File: src/hw/dpm_defs.svh
// Debug probe multiplexer: register offsets, field positions, codes.
// Assumes inclusion by bare name from any file that needs the numbers.
`ifndef DPM_DEFS_SVH
`define DPM_DEFS_SVH

// ----------------------------------------------------------------------
// Register byte offsets
// ----------------------------------------------------------------------
`define DPM_OFS_ENABLE 8'h00
`define DPM_OFS_DIGCMD 8'h04
`define DPM_OFS_ANACMD 8'h08
`define DPM_OFS_STATUS 8'h0C
`define DPM_OFS_PINCFG 8'h10
`define DPM_PINCFG_MASK 8'hF0

// ----------------------------------------------------------------------
// Field positions
// ----------------------------------------------------------------------
`define DPM_ENABLE_BIT 0
`define DPM_PARAM1_LSB 0
`define DPM_PARAM2_LSB 8
`define DPM_STATUS_REFUSED_BIT 8
`define DPM_STATUS_MODE_LSB 12
`define DPM_NV_ENABLE_ADDR 8'h17

// ----------------------------------------------------------------------
// Group codes of the digital probe command
// ----------------------------------------------------------------------
`define DPM_CODE_CLOCK 8'h01
`define DPM_CODE_TXENC 8'h1B
`define DPM_CODE_TIMER 8'h1D
`define DPM_CODE_CARD 8'h30
`define DPM_CODE_XCV 8'h58
`define DPM_CODE_RXDAT 8'h70
`define DPM_CODE_RXERR 8'h73

// ----------------------------------------------------------------------
// Selection values and reset values
// ----------------------------------------------------------------------
`define DPM_SEL_CLK1356 4'h8
`define DPM_PIN_COUNT 4
`define DPM_RST_ENABLE 1'b0
`define DPM_RST_POSITION 8'h00
`define DPM_RST_DACSRC 8'h00
`define DPM_RST_ENTRY 7'h00

`endif

File: src/hw/dpm_pkg.sv
// Debug probe multiplexer types shared by the design files.
// Assumes nothing of its surroundings.
package dpm_pkg;

  // ----------------------------------------------------------------------
  // Signal groups, NONE marks a pin that keeps its normal function
  // ----------------------------------------------------------------------
  typedef enum logic [2:0] {
    DPM_G_NONE,
    DPM_G_CLOCK,
    DPM_G_TXENC,
    DPM_G_TIMER,
    DPM_G_CARD,
    DPM_G_XCV,
    DPM_G_RXDAT,
    DPM_G_RXERR
  } dpm_group_t;

  // ----------------------------------------------------------------------
  // Probe mode
  // ----------------------------------------------------------------------
  typedef enum logic [1:0] {
    DPM_MODE_OFF,
    DPM_MODE_DIGITAL,
    DPM_MODE_ANALOG
  } dpm_mode_t;

endpackage

File: src/hw/dpm_top.sv
// Debug probe multiplexer: routes internal signals to probe pins or DACs.
// Assumes an APB master on REF_CLK and group signals synchronous to it.
//
// Notes on behaviour
// Two analog or four digital probes, not both
// Probes work only with enable setting set
// Separate commands for digital and analog probes
// Digital command first byte picks signal group
// Group codes 01,1B,1D,30,58,70,73 decode to groups
// Low nibble picks signal; 8 is 13.56 MHz
// High nibble picks pin 0..3; others reserved
// Clock group signals at selections 0..7
// Transmit group: 0 interrupt, 1 envelope
// Timer group: 7..2 running/expired per timer
// Card-mode group signals at selections 0..7
// Transceive group signals at selections 0..7
// Receive data group signals at selections 0..7
// Receive error group: 7,6,2,1,0; 3..5 reserved
// Pin choice held in position setting bits 7:4
// Analog probes stream processor data to two DACs
// Analog command's two parameters choose DAC sources
// Reserved choices leave pin in normal function
`timescale 1ns/1ps
module dpm_top (
  input wire logic REF_CLK,
  input wire logic RST,
  input wire logic PSEL,
  input wire logic PENABLE,
  input wire logic PWRITE,
  input wire logic [7:0] PADDR,
  input wire logic [31:0] PWDATA,
  output logic [31:0] PRDATA,
  output logic PREADY,
  output logic PSLVERR,
  input wire logic CLK1356_SIG,
  input wire logic [7:0] CLOCK_GRP_SIG,
  input wire logic [1:0] TXENC_GRP_SIG,
  input wire logic [5:0] TIMER_GRP_SIG,
  input wire logic [7:0] CARD_GRP_SIG,
  input wire logic [7:0] XCV_GRP_SIG,
  input wire logic [7:0] RXDAT_GRP_SIG,
  input wire logic [4:0] RXERR_GRP_SIG,
  input wire logic [63:0] SIGNAL_PROCESSOR_SRC_DATA,
  output logic [3:0] PROBE_PIN_OVR,
  output logic [3:0] PROBE_PIN_OUT,
  output logic [1:0] DAC_ACTIVE,
  output logic [7:0] DAC1_DATA,
  output logic [7:0] DAC2_DATA,
  output logic [1:0] PROBE_MODE
);
  import dpm_pkg::*;
  `include "dpm_defs.svh"

  // ----------------------------------------------------------------------
  // Helpers
  // ----------------------------------------------------------------------
  function automatic dpm_group_t decode_group(input logic [7:0] code);
    dpm_group_t g;
    g = DPM_G_NONE;
    if (code == `DPM_CODE_CLOCK) begin
      g = DPM_G_CLOCK;
    end else if (code == `DPM_CODE_TXENC) begin
      g = DPM_G_TXENC;
    end else if (code == `DPM_CODE_TIMER) begin
      g = DPM_G_TIMER;
    end else if (code == `DPM_CODE_CARD) begin
      g = DPM_G_CARD;
    end else if (code == `DPM_CODE_XCV) begin
      g = DPM_G_XCV;
    end else if (code == `DPM_CODE_RXDAT) begin
      g = DPM_G_RXDAT;
    end else if (code == `DPM_CODE_RXERR) begin
      g = DPM_G_RXERR;
    end
    return g;
  endfunction

  // Valid selections per group; 8 is legal in every group but DPM_G_NONE
  function automatic logic sel_valid(input dpm_group_t g,
                                     input logic [3:0] sel);
    logic ok;
    ok = 1'b0;
    if (g != DPM_G_NONE && sel == `DPM_SEL_CLK1356) begin
      ok = 1'b1;
    end else if (sel[3] == 1'b0) begin
      case (g)
        DPM_G_NONE: ok = 1'b0;
        DPM_G_TXENC: ok = (sel < 4'h2);
        DPM_G_TIMER: ok = (sel > 4'h1);
        DPM_G_RXERR: ok = (sel < 4'h3) || (sel > 4'h5);
        default: ok = 1'b1;
      endcase
    end
    return ok;
  endfunction

  // Source word for an analog selector; code 0 means DAC off
  function automatic logic [7:0] dac_word(input logic [7:0] src,
                                          input logic [63:0] bus);
    return bus[src[2:0]*8 +: 8];
  endfunction

  // ----------------------------------------------------------------------
  // APB decode
  // ----------------------------------------------------------------------
  logic probe_output_enable;
  logic cmd_refused;
  logic [7:0] probe_position_setting;
  logic [7:0] dac1_src;
  logic [7:0] dac2_src;
  dpm_mode_t mode;
  logic [6:0] tbl_rdata;
  logic [27:0] tbl_entries;

  wire setup_phase = PSEL && !PENABLE;
  wire access_done = PSEL && PENABLE && PREADY;
  wire wr_done = access_done && PWRITE;
  wire hit_enable = (PADDR == `DPM_OFS_ENABLE);
  wire hit_digcmd = (PADDR == `DPM_OFS_DIGCMD);
  wire hit_anacmd = (PADDR == `DPM_OFS_ANACMD);
  wire hit_status = (PADDR == `DPM_OFS_STATUS);
  wire hit_pincfg = ((PADDR & `DPM_PINCFG_MASK) == `DPM_OFS_PINCFG) &&
                    (PADDR[1:0] == 2'b00);
  wire addr_ok = hit_enable || hit_digcmd || hit_anacmd || hit_status ||
                 hit_pincfg;
  wire [1:0] pin_index = PADDR[3:2];

  logic [31:0] read_mux;
  always_comb begin
    read_mux = 32'h0000_0000;
    if (hit_enable) begin
      read_mux[`DPM_ENABLE_BIT] = probe_output_enable;
    end else if (hit_anacmd) begin
      read_mux[15:0] = {dac2_src, dac1_src};
    end else if (hit_status) begin
      read_mux[7:0] = probe_position_setting;
      read_mux[`DPM_STATUS_REFUSED_BIT] = cmd_refused;
      read_mux[`DPM_STATUS_MODE_LSB +: 2] = mode;
    end else if (hit_pincfg) begin
      read_mux[6:0] = tbl_rdata;
    end
  end

  // ----------------------------------------------------------------------
  // APB slave: one wait state, answer in the second access cycle
  // ----------------------------------------------------------------------
  // The wait state lets the table's registered read catch up.
  always_ff @(posedge REF_CLK) begin
    if (RST) begin
      PREADY <= 1'b0;
      PRDATA <= 32'h0000_0000;
      PSLVERR <= 1'b0;
    end else begin
      PREADY <= PSEL && PENABLE && !PREADY;
      if (PSEL && PENABLE && !PREADY) begin
        PRDATA <= PWRITE ? 32'h0000_0000 : read_mux;
        PSLVERR <= !addr_ok;
      end else if (setup_phase) begin
        PSLVERR <= 1'b0;
      end
    end
  end

  // ----------------------------------------------------------------------
  // Command decode
  // ----------------------------------------------------------------------
  wire [7:0] param1 = PWDATA[`DPM_PARAM1_LSB +: 8];
  wire [7:0] param2 = PWDATA[`DPM_PARAM2_LSB +: 8];
  wire dpm_group_t cmd_group = decode_group(param1);
  wire [3:0] cmd_sel = param2[3:0];
  wire [3:0] cmd_pin = param2[7:4];
  wire pin_ok = (cmd_pin < 4'h4);
  wire choice_ok = sel_valid(cmd_group, cmd_sel);
  wire dig_cmd = wr_done && hit_digcmd;
  wire ana_cmd = wr_done && hit_anacmd;
  wire accept_dig = dig_cmd && probe_output_enable;
  wire accept_ana = ana_cmd && probe_output_enable;
  // Reserved group or signal clears the pin entry so it reverts
  wire tbl_we = accept_dig && pin_ok;
  wire [6:0] tbl_wdata = choice_ok ? {cmd_group, cmd_sel} : `DPM_RST_ENTRY;

  // ----------------------------------------------------------------------
  // Control state
  // ----------------------------------------------------------------------
  dpm_mode_t next_mode;
  always_comb begin
    next_mode = mode;
    if (!probe_output_enable) begin
      next_mode = DPM_MODE_OFF;
    end else if (accept_dig) begin
      next_mode = DPM_MODE_DIGITAL;
    end else if (accept_ana) begin
      next_mode = DPM_MODE_ANALOG;
    end
  end

  always_ff @(posedge REF_CLK) begin
    if (RST) begin
      probe_output_enable <= `DPM_RST_ENABLE;
      mode <= DPM_MODE_OFF;
      cmd_refused <= 1'b0;
      probe_position_setting <= `DPM_RST_POSITION;
      dac1_src <= `DPM_RST_DACSRC;
      dac2_src <= `DPM_RST_DACSRC;
    end else begin
      mode <= next_mode;
      if (wr_done && hit_enable) begin
        probe_output_enable <= PWDATA[`DPM_ENABLE_BIT];
      end
      if (dig_cmd || ana_cmd) begin
        cmd_refused <= !probe_output_enable;
      end
      if (accept_dig) begin
        probe_position_setting <= param2;
      end
      if (accept_ana) begin
        dac1_src <= param1;
        dac2_src <= param2;
      end
    end
  end

  dpm_pin_table u_table (
    .clk(REF_CLK),
    .rst(RST),
    .we(tbl_we),
    .waddr(cmd_pin[1:0]),
    .wdata(tbl_wdata),
    .raddr(pin_index),
    .rdata(tbl_rdata),
    .entries(tbl_entries)
  );

  // ----------------------------------------------------------------------
  // Group signal vectors, reserved positions tied low
  // ----------------------------------------------------------------------
  wire [7:0] grp_bits [8];
  assign grp_bits[DPM_G_NONE] = 8'h00;
  assign grp_bits[DPM_G_CLOCK] = CLOCK_GRP_SIG;
  assign grp_bits[DPM_G_TXENC] = {6'h00, TXENC_GRP_SIG};
  assign grp_bits[DPM_G_TIMER] = {TIMER_GRP_SIG, 2'h0};
  assign grp_bits[DPM_G_CARD] = CARD_GRP_SIG;
  assign grp_bits[DPM_G_XCV] = XCV_GRP_SIG;
  assign grp_bits[DPM_G_RXDAT] = RXDAT_GRP_SIG;
  assign grp_bits[DPM_G_RXERR] = {RXERR_GRP_SIG[4:3], 3'h0,
                                  RXERR_GRP_SIG[2:0]};

  // ----------------------------------------------------------------------
  // Per-pin digital mux, four pins in parallel
  // ----------------------------------------------------------------------
  wire digital_on = (mode == DPM_MODE_DIGITAL);
  logic [3:0] next_pin_ovr;
  logic [3:0] next_pin_out;
  always_comb begin
    dpm_group_t g;
    logic [3:0] s;
    g = DPM_G_NONE;
    s = 4'h0;
    next_pin_ovr = 4'h0;
    next_pin_out = 4'h0;
    for (int p = 0; p < `DPM_PIN_COUNT; p++) begin
      g = dpm_group_t'(tbl_entries[p*7+4 +: 3]);
      s = tbl_entries[p*7 +: 4];
      next_pin_ovr[p] = digital_on && (g != DPM_G_NONE);
      if (!next_pin_ovr[p]) begin
        next_pin_out[p] = 1'b0;
      end else if (s == `DPM_SEL_CLK1356) begin
        next_pin_out[p] = CLK1356_SIG;
      end else begin
        next_pin_out[p] = grp_bits[g][s[2:0]];
      end
    end
  end

  // ----------------------------------------------------------------------
  // Analog path: two DACs fed from processor words in real time
  // ----------------------------------------------------------------------
  // One register stage of latency; the DAC sees every new word.
  wire analog_on = (mode == DPM_MODE_ANALOG);
  wire dac1_on = analog_on && (dac1_src[2:0] != 3'h0);
  wire dac2_on = analog_on && (dac2_src[2:0] != 3'h0);

  always_ff @(posedge REF_CLK) begin
    if (RST) begin
      PROBE_PIN_OVR <= 4'h0;
      PROBE_PIN_OUT <= 4'h0;
      DAC_ACTIVE <= 2'h0;
      DAC1_DATA <= 8'h00;
      DAC2_DATA <= 8'h00;
      PROBE_MODE <= 2'h0;
    end else begin
      PROBE_PIN_OVR <= next_pin_ovr;
      PROBE_PIN_OUT <= next_pin_out;
      DAC_ACTIVE <= {dac2_on, dac1_on};
      DAC1_DATA <= dac1_on ? dac_word(dac1_src, SIGNAL_PROCESSOR_SRC_DATA) : 8'h00;
      DAC2_DATA <= dac2_on ? dac_word(dac2_src, SIGNAL_PROCESSOR_SRC_DATA) : 8'h00;
      // Follows mode so it lines up with the pin and converter outputs
      PROBE_MODE <= mode;
    end
  end

endmodule // dpm_top

File: src/hw/dpm_pin_table.sv
// Per-pin probe selection store: four entries of group and selection.
// Assumes one clock and a synchronous active-high reset.
`timescale 1ns/1ps
module dpm_pin_table (
  input wire logic clk,
  input wire logic rst,
  input wire logic we,
  input wire logic [1:0] waddr,
  input wire logic [6:0] wdata,
  input wire logic [1:0] raddr,
  output logic [6:0] rdata,
  output logic [27:0] entries
);
  `include "dpm_defs.svh"

  // ----------------------------------------------------------------------
  // Storage, all words visible so every pin can mux in parallel
  // ----------------------------------------------------------------------
  always_ff @(posedge clk) begin
    if (rst) begin
      entries <= {`DPM_PIN_COUNT{`DPM_RST_ENTRY}};
    end else if (we) begin
      entries[waddr*7 +: 7] <= wdata;
    end
  end

  always_ff @(posedge clk) begin
    if (rst) begin
      rdata <= `DPM_RST_ENTRY;
    end else begin
      rdata <= entries[raddr*7 +: 7];
    end
  end

endmodule // dpm_pin_table

File: config.mk
export PLATFORM = sky130hd
export DESIGN_NAME = dpm_top
export DESIGN_NICKNAME = d
export VERILOG_FILES = /design/src/hw/dpm_pkg.sv /design/src/hw/dpm_top.sv /design/src/hw/dpm_pin_table.sv
export VERILOG_INCLUDE_DIRS = /design/src /design/src/hw
export SDC_FILE = /design/constraint.sdc
export NUM_CORES = 1
export LEC_CHECK = 0
export ABC_AREA = 1
export BUFFER_PORTS_ARGS = -buffer_cell sky130_fd_sc_hd__buf_2
export CORE_UTILIZATION = 36
export DETAILED_ROUTE_END_ITERATION = 7
export RECOVER_POWER = 25
export SYNTH_ARGS = -nofsm -noshare
export SYNTH_HDL_FRONTEND = slang
export SYNTH_SLANG_ARGS = --single-unit
File: constraint.sdc
create_clock -name REF_CLK -period 2.3 [get_ports REF_CLK]
set_clock_uncertainty 0.15 [all_clocks]
set_input_delay 0.23 -clock REF_CLK [delete_from_list [all_inputs] [get_ports REF_CLK]]
set_output_delay 0.23 -clock REF_CLK [all_outputs]
set_load 0.02 [all_outputs]
==> results.toml <==
[logic_synthesis]
synthArstFlopShare_pct = 0
synth_top_area_share_pct = 29.6
ys_types = 44
ys_warn_count = 0
syn_area_per_cell_um2 = 6.27
ys_seq_area_share_pct = 29.6
yosysTopAreaCell = "dfxtp_1"
synth-edff-count = 0
synthFlopType = "dfxtp_1"
synthTopCellsByCount = "nand2_1 (200), o21ai_0 (193), a21oi_1 (165)"
synth_area_leaders = "dfxtp_1 (30%), o21ai_0 (13%), a21oi_1 (11%), nand2_1 (10%), inv_1 (5.8%)"
synth.most_common_cell = "nand2_1"
synthCells = 1176
synth_area_mm2 = 0.00737
synth-seq-cells = 109

[setup_path]
arrival_ns = 2.28
path_cells = "dlygate4sd3_1 -> buf_2 -> inv_1 -> nand2_1 -> nor2_1 -> nand2_1 -> nand3_2 -> o21ai_1 -> nand2_1 -> nand2_1 -> nand2_2 -> nand2_1 -> nor2_1 -> nand3_1 -> a21oi_1"
path_delay_family = "simple AND/OR/NAND/NOR gates"
critPathCaptureType = "flop"
path_class = "in -> reg"
cp_max_fo = 7
cp_slowest_cell = "dlygate4sd3_1"
crit_buf_inv = 3
crit_required_ns = 2.43
critPathMostFrequentCell = "nand2_1"
start_kind = "input port"
slowest_delay_ns = 0.53

[route]
drt_iter0_drc = 926
drc_errors = 0
ant_nets = 0
drt_wl_total_mm = 28.0
dr.pass1.iters = 8
vias = 8851
drt-vias-per-instance = 5.43
wire_per_inst_um = 17.2

[cts]
h-tree-depth = 3
post_cts_buffers = 0
clock_latency_ns = 0.36
cts_sinks = 109
clock_path_buffers = 2
cts_tree = "done"
clkSlewWorstSetupHoldPaths_ns = 0.07
clockRootBuffer = "clkbuf_16"
cts_made_buffers = 9

[cells_and_area]
fin_area_mm2 = 0.00899
drive_gt1_share_pct = 18.2
diodes = 0
stdcell_count = 1630
area_delta_synth_final_pct = 22.1
final_net_count = 1520

[floorplanning]
ios = 217
die_w_um = 145
die_area_mm2 = 0.0210
die_h_um = 145
initial_core_util_pct = 37.2
core_mm2 = 0.0198
fp-row-count = 51

[power_and_ir_drop]
ir_worst_vdd_mv = 0.369
p_per_area_mw_per_mm2 = 428
leakage_nw = 3.67
finalPower_mw = 3.85

[sta]
setup_viol = 0
maxSlewViolCount = 0
relSlewSlack_pct = 24.2
fin_setup_tns_ns = 0
fmax_mhz = 465
whs_ns = 0.0347
rsz0062_at_grt = "yes"
tightestPinTransition_ns = 1.13
period_minus_slack_ns = 2.15
fin_crit_sh_pct = 93.5
final-hold-violation-count = 0

[hold_path]
min-delay-path-class = "in -> reg"

[job]
maxCapViolations = 0

[place]
numPortBuffers = 184
dpl.cell_count = 1609
placed_cell_area_mm2 = 0.00868
globalplace.congestion = 0.973
dp_hpwl_mm = 21.6

[grt]
grt_max_degree = 55
grt_pass1_wl_mm = 43.4
grt_pass1_vias = 7951
grt_usage_pct = 25.9
overflow = 0
antenna_found_initial = 0

[outcome]
status = "completed"
-- tightest hold or removal path: stages --
cell and delay [ns]:
buf_2 0.10, inv_1 0.06, a21oi_1 0.11
-- cells by family after synthesis --
logic type	after synthesis	share of synthesized area, %
compound gates	448	33.0
simple gates	408	25.1
fa+ha+maj	5	0.849
other cells	1	0.0509
flops	109	29.6
buf+inv	205	11.4
-- area by class of cell --
class	count	area, um^2
Clock buffer	11	233
Fill cell	2171	10800
Inverter	122	458
Timing Repair Buffer	241	1320
Multi-Input combinational cell	877	4430
Clock inverter	5	41.3
Sequential cell	109	2180
Tap cell	265	332
-- metrics by stage --
| step | setup WS [ns] | util, % |
|---|---|---|
| after floorplan | 0.386 | - |
| after global placement | 0.116 | 43.9 |
| after detailed placement | 0.0696 | 43.9 |
| after CTS | 0.0176 | 45.5 |
| after global routing | -0.0216 | 45.5 |
| final | 0.149 | 45.5 |
-- power by group --
| group | switching (mW) | leakage, nW | internal, mW | total, mW |
|---|---|---|---|---|
| registers | 0.00146 | 0.878 | 1.89 | 1.89 |
| clock network | 0.756 | 0.127 | 0.749 | 1.51 |
| logic | 0.293 | 2.66 | 0.162 | 0.455 |
| total | 1.05 | 3.67 | 2.80 | 3.85 |
-- cells in the final DEF (no fill, tap or decap), types with 2 or more instances in the layout --
| cell | Yosys | final |
|---|---|---|
| nand3_1 | 70 | 69 |
| nor3_2 | 0 | 2 |
| dlygate4sd3_1 | 0 | 5 |
| clkinvlp_4 | 0 | 2 |
| nand2_2 | 1 | 3 |
| buf_4 | 18 | 52 |
| dfxtp_1 | 109 | 109 |
| nor2_2 | 2 | 6 |
| nand3_2 | 1 | 2 |
| nor3_1 | 8 | 6 |
| a22oi_1 | 2 | 2 |
| nand2_1 | 200 | 198 |
| clkbuf_16 | 0 | 9 |
| a211o_1 | 2 | 2 |
| ha_1 | 5 | 5 |
| nand3_4 | 2 | 2 |
| nand4_1 | 16 | 16 |
| nor3_4 | 2 | 2 |
| o21ai_0 | 193 | 193 |
| o21ai_1 | 2 | 2 |
| nor2_1 | 94 | 90 |
| a31oi_1 | 28 | 28 |
| a32oi_1 | 5 | 5 |
| inv_6 | 0 | 3 |
| a211oi_1 | 3 | 3 |
| clkbuf_1 | 59 | 38 |
| conb_1 | 1 | 16 |
| o22ai_1 | 14 | 14 |
| nor2_4 | 3 | 3 |
| nand2_4 | 2 | 2 |
| inv_1 | 113 | 113 |
| buf_2 | 3 | 148 |
| o211ai_1 | 21 | 21 |
| nor2_8 | 3 | 3 |
| inv_2 | 8 | 8 |
| a21oi_1 | 165 | 165 |
| o21a_1 | 2 | 2 |
| a221oi_1 | 6 | 6 |
-- routing by layer --
metal	wire length (um)	global-route usage [%]	vias up
met3	2570	5.09	36
li1	-	-	4381
met1	12500	36.5	3988
met4	467	5.68	0
met2	12500	40.5	446
met5	0	0	-
-- state kept, by name (all words and copies together) (netlist names), 7 cells and up --
signal / cells
u_table.rdata: 7
PRDATA: 16
DAC2_DATA: 8
DAC1_DATA: 8
probe_position_setting: 8
dac2_src: 8
dac1_src: 8
u_table.entries: 28
-- final timing paths --
kind	from	endpoint	slack, ns	cells after the start
min	PWDATA[2]	dac1_src[2]$_SDFFE_PP0P_	0.03	3
min reg2reg	probe_output_enable$_SDFFE_PP0P_	cmd_refused$_SDFFE_PP0P_	0.28	1
max reg2reg	u_table.entries[18]$_SDFFE_PP0P_	PROBE_PIN_OUT[2]$_SDFF_PP0_	0.23	10
max	PWDATA[7]	u_table.entries[20]$_SDFFE_PP0P_	0.15	15
-- timing repair --
action,4_1_cts,5_1_grt
hold endpoints to repair,6,0
hold buffers,5,0
endpoints found under the setup margin,0,24
resized for setup,0,9
(Power assumes the default switching activity.)
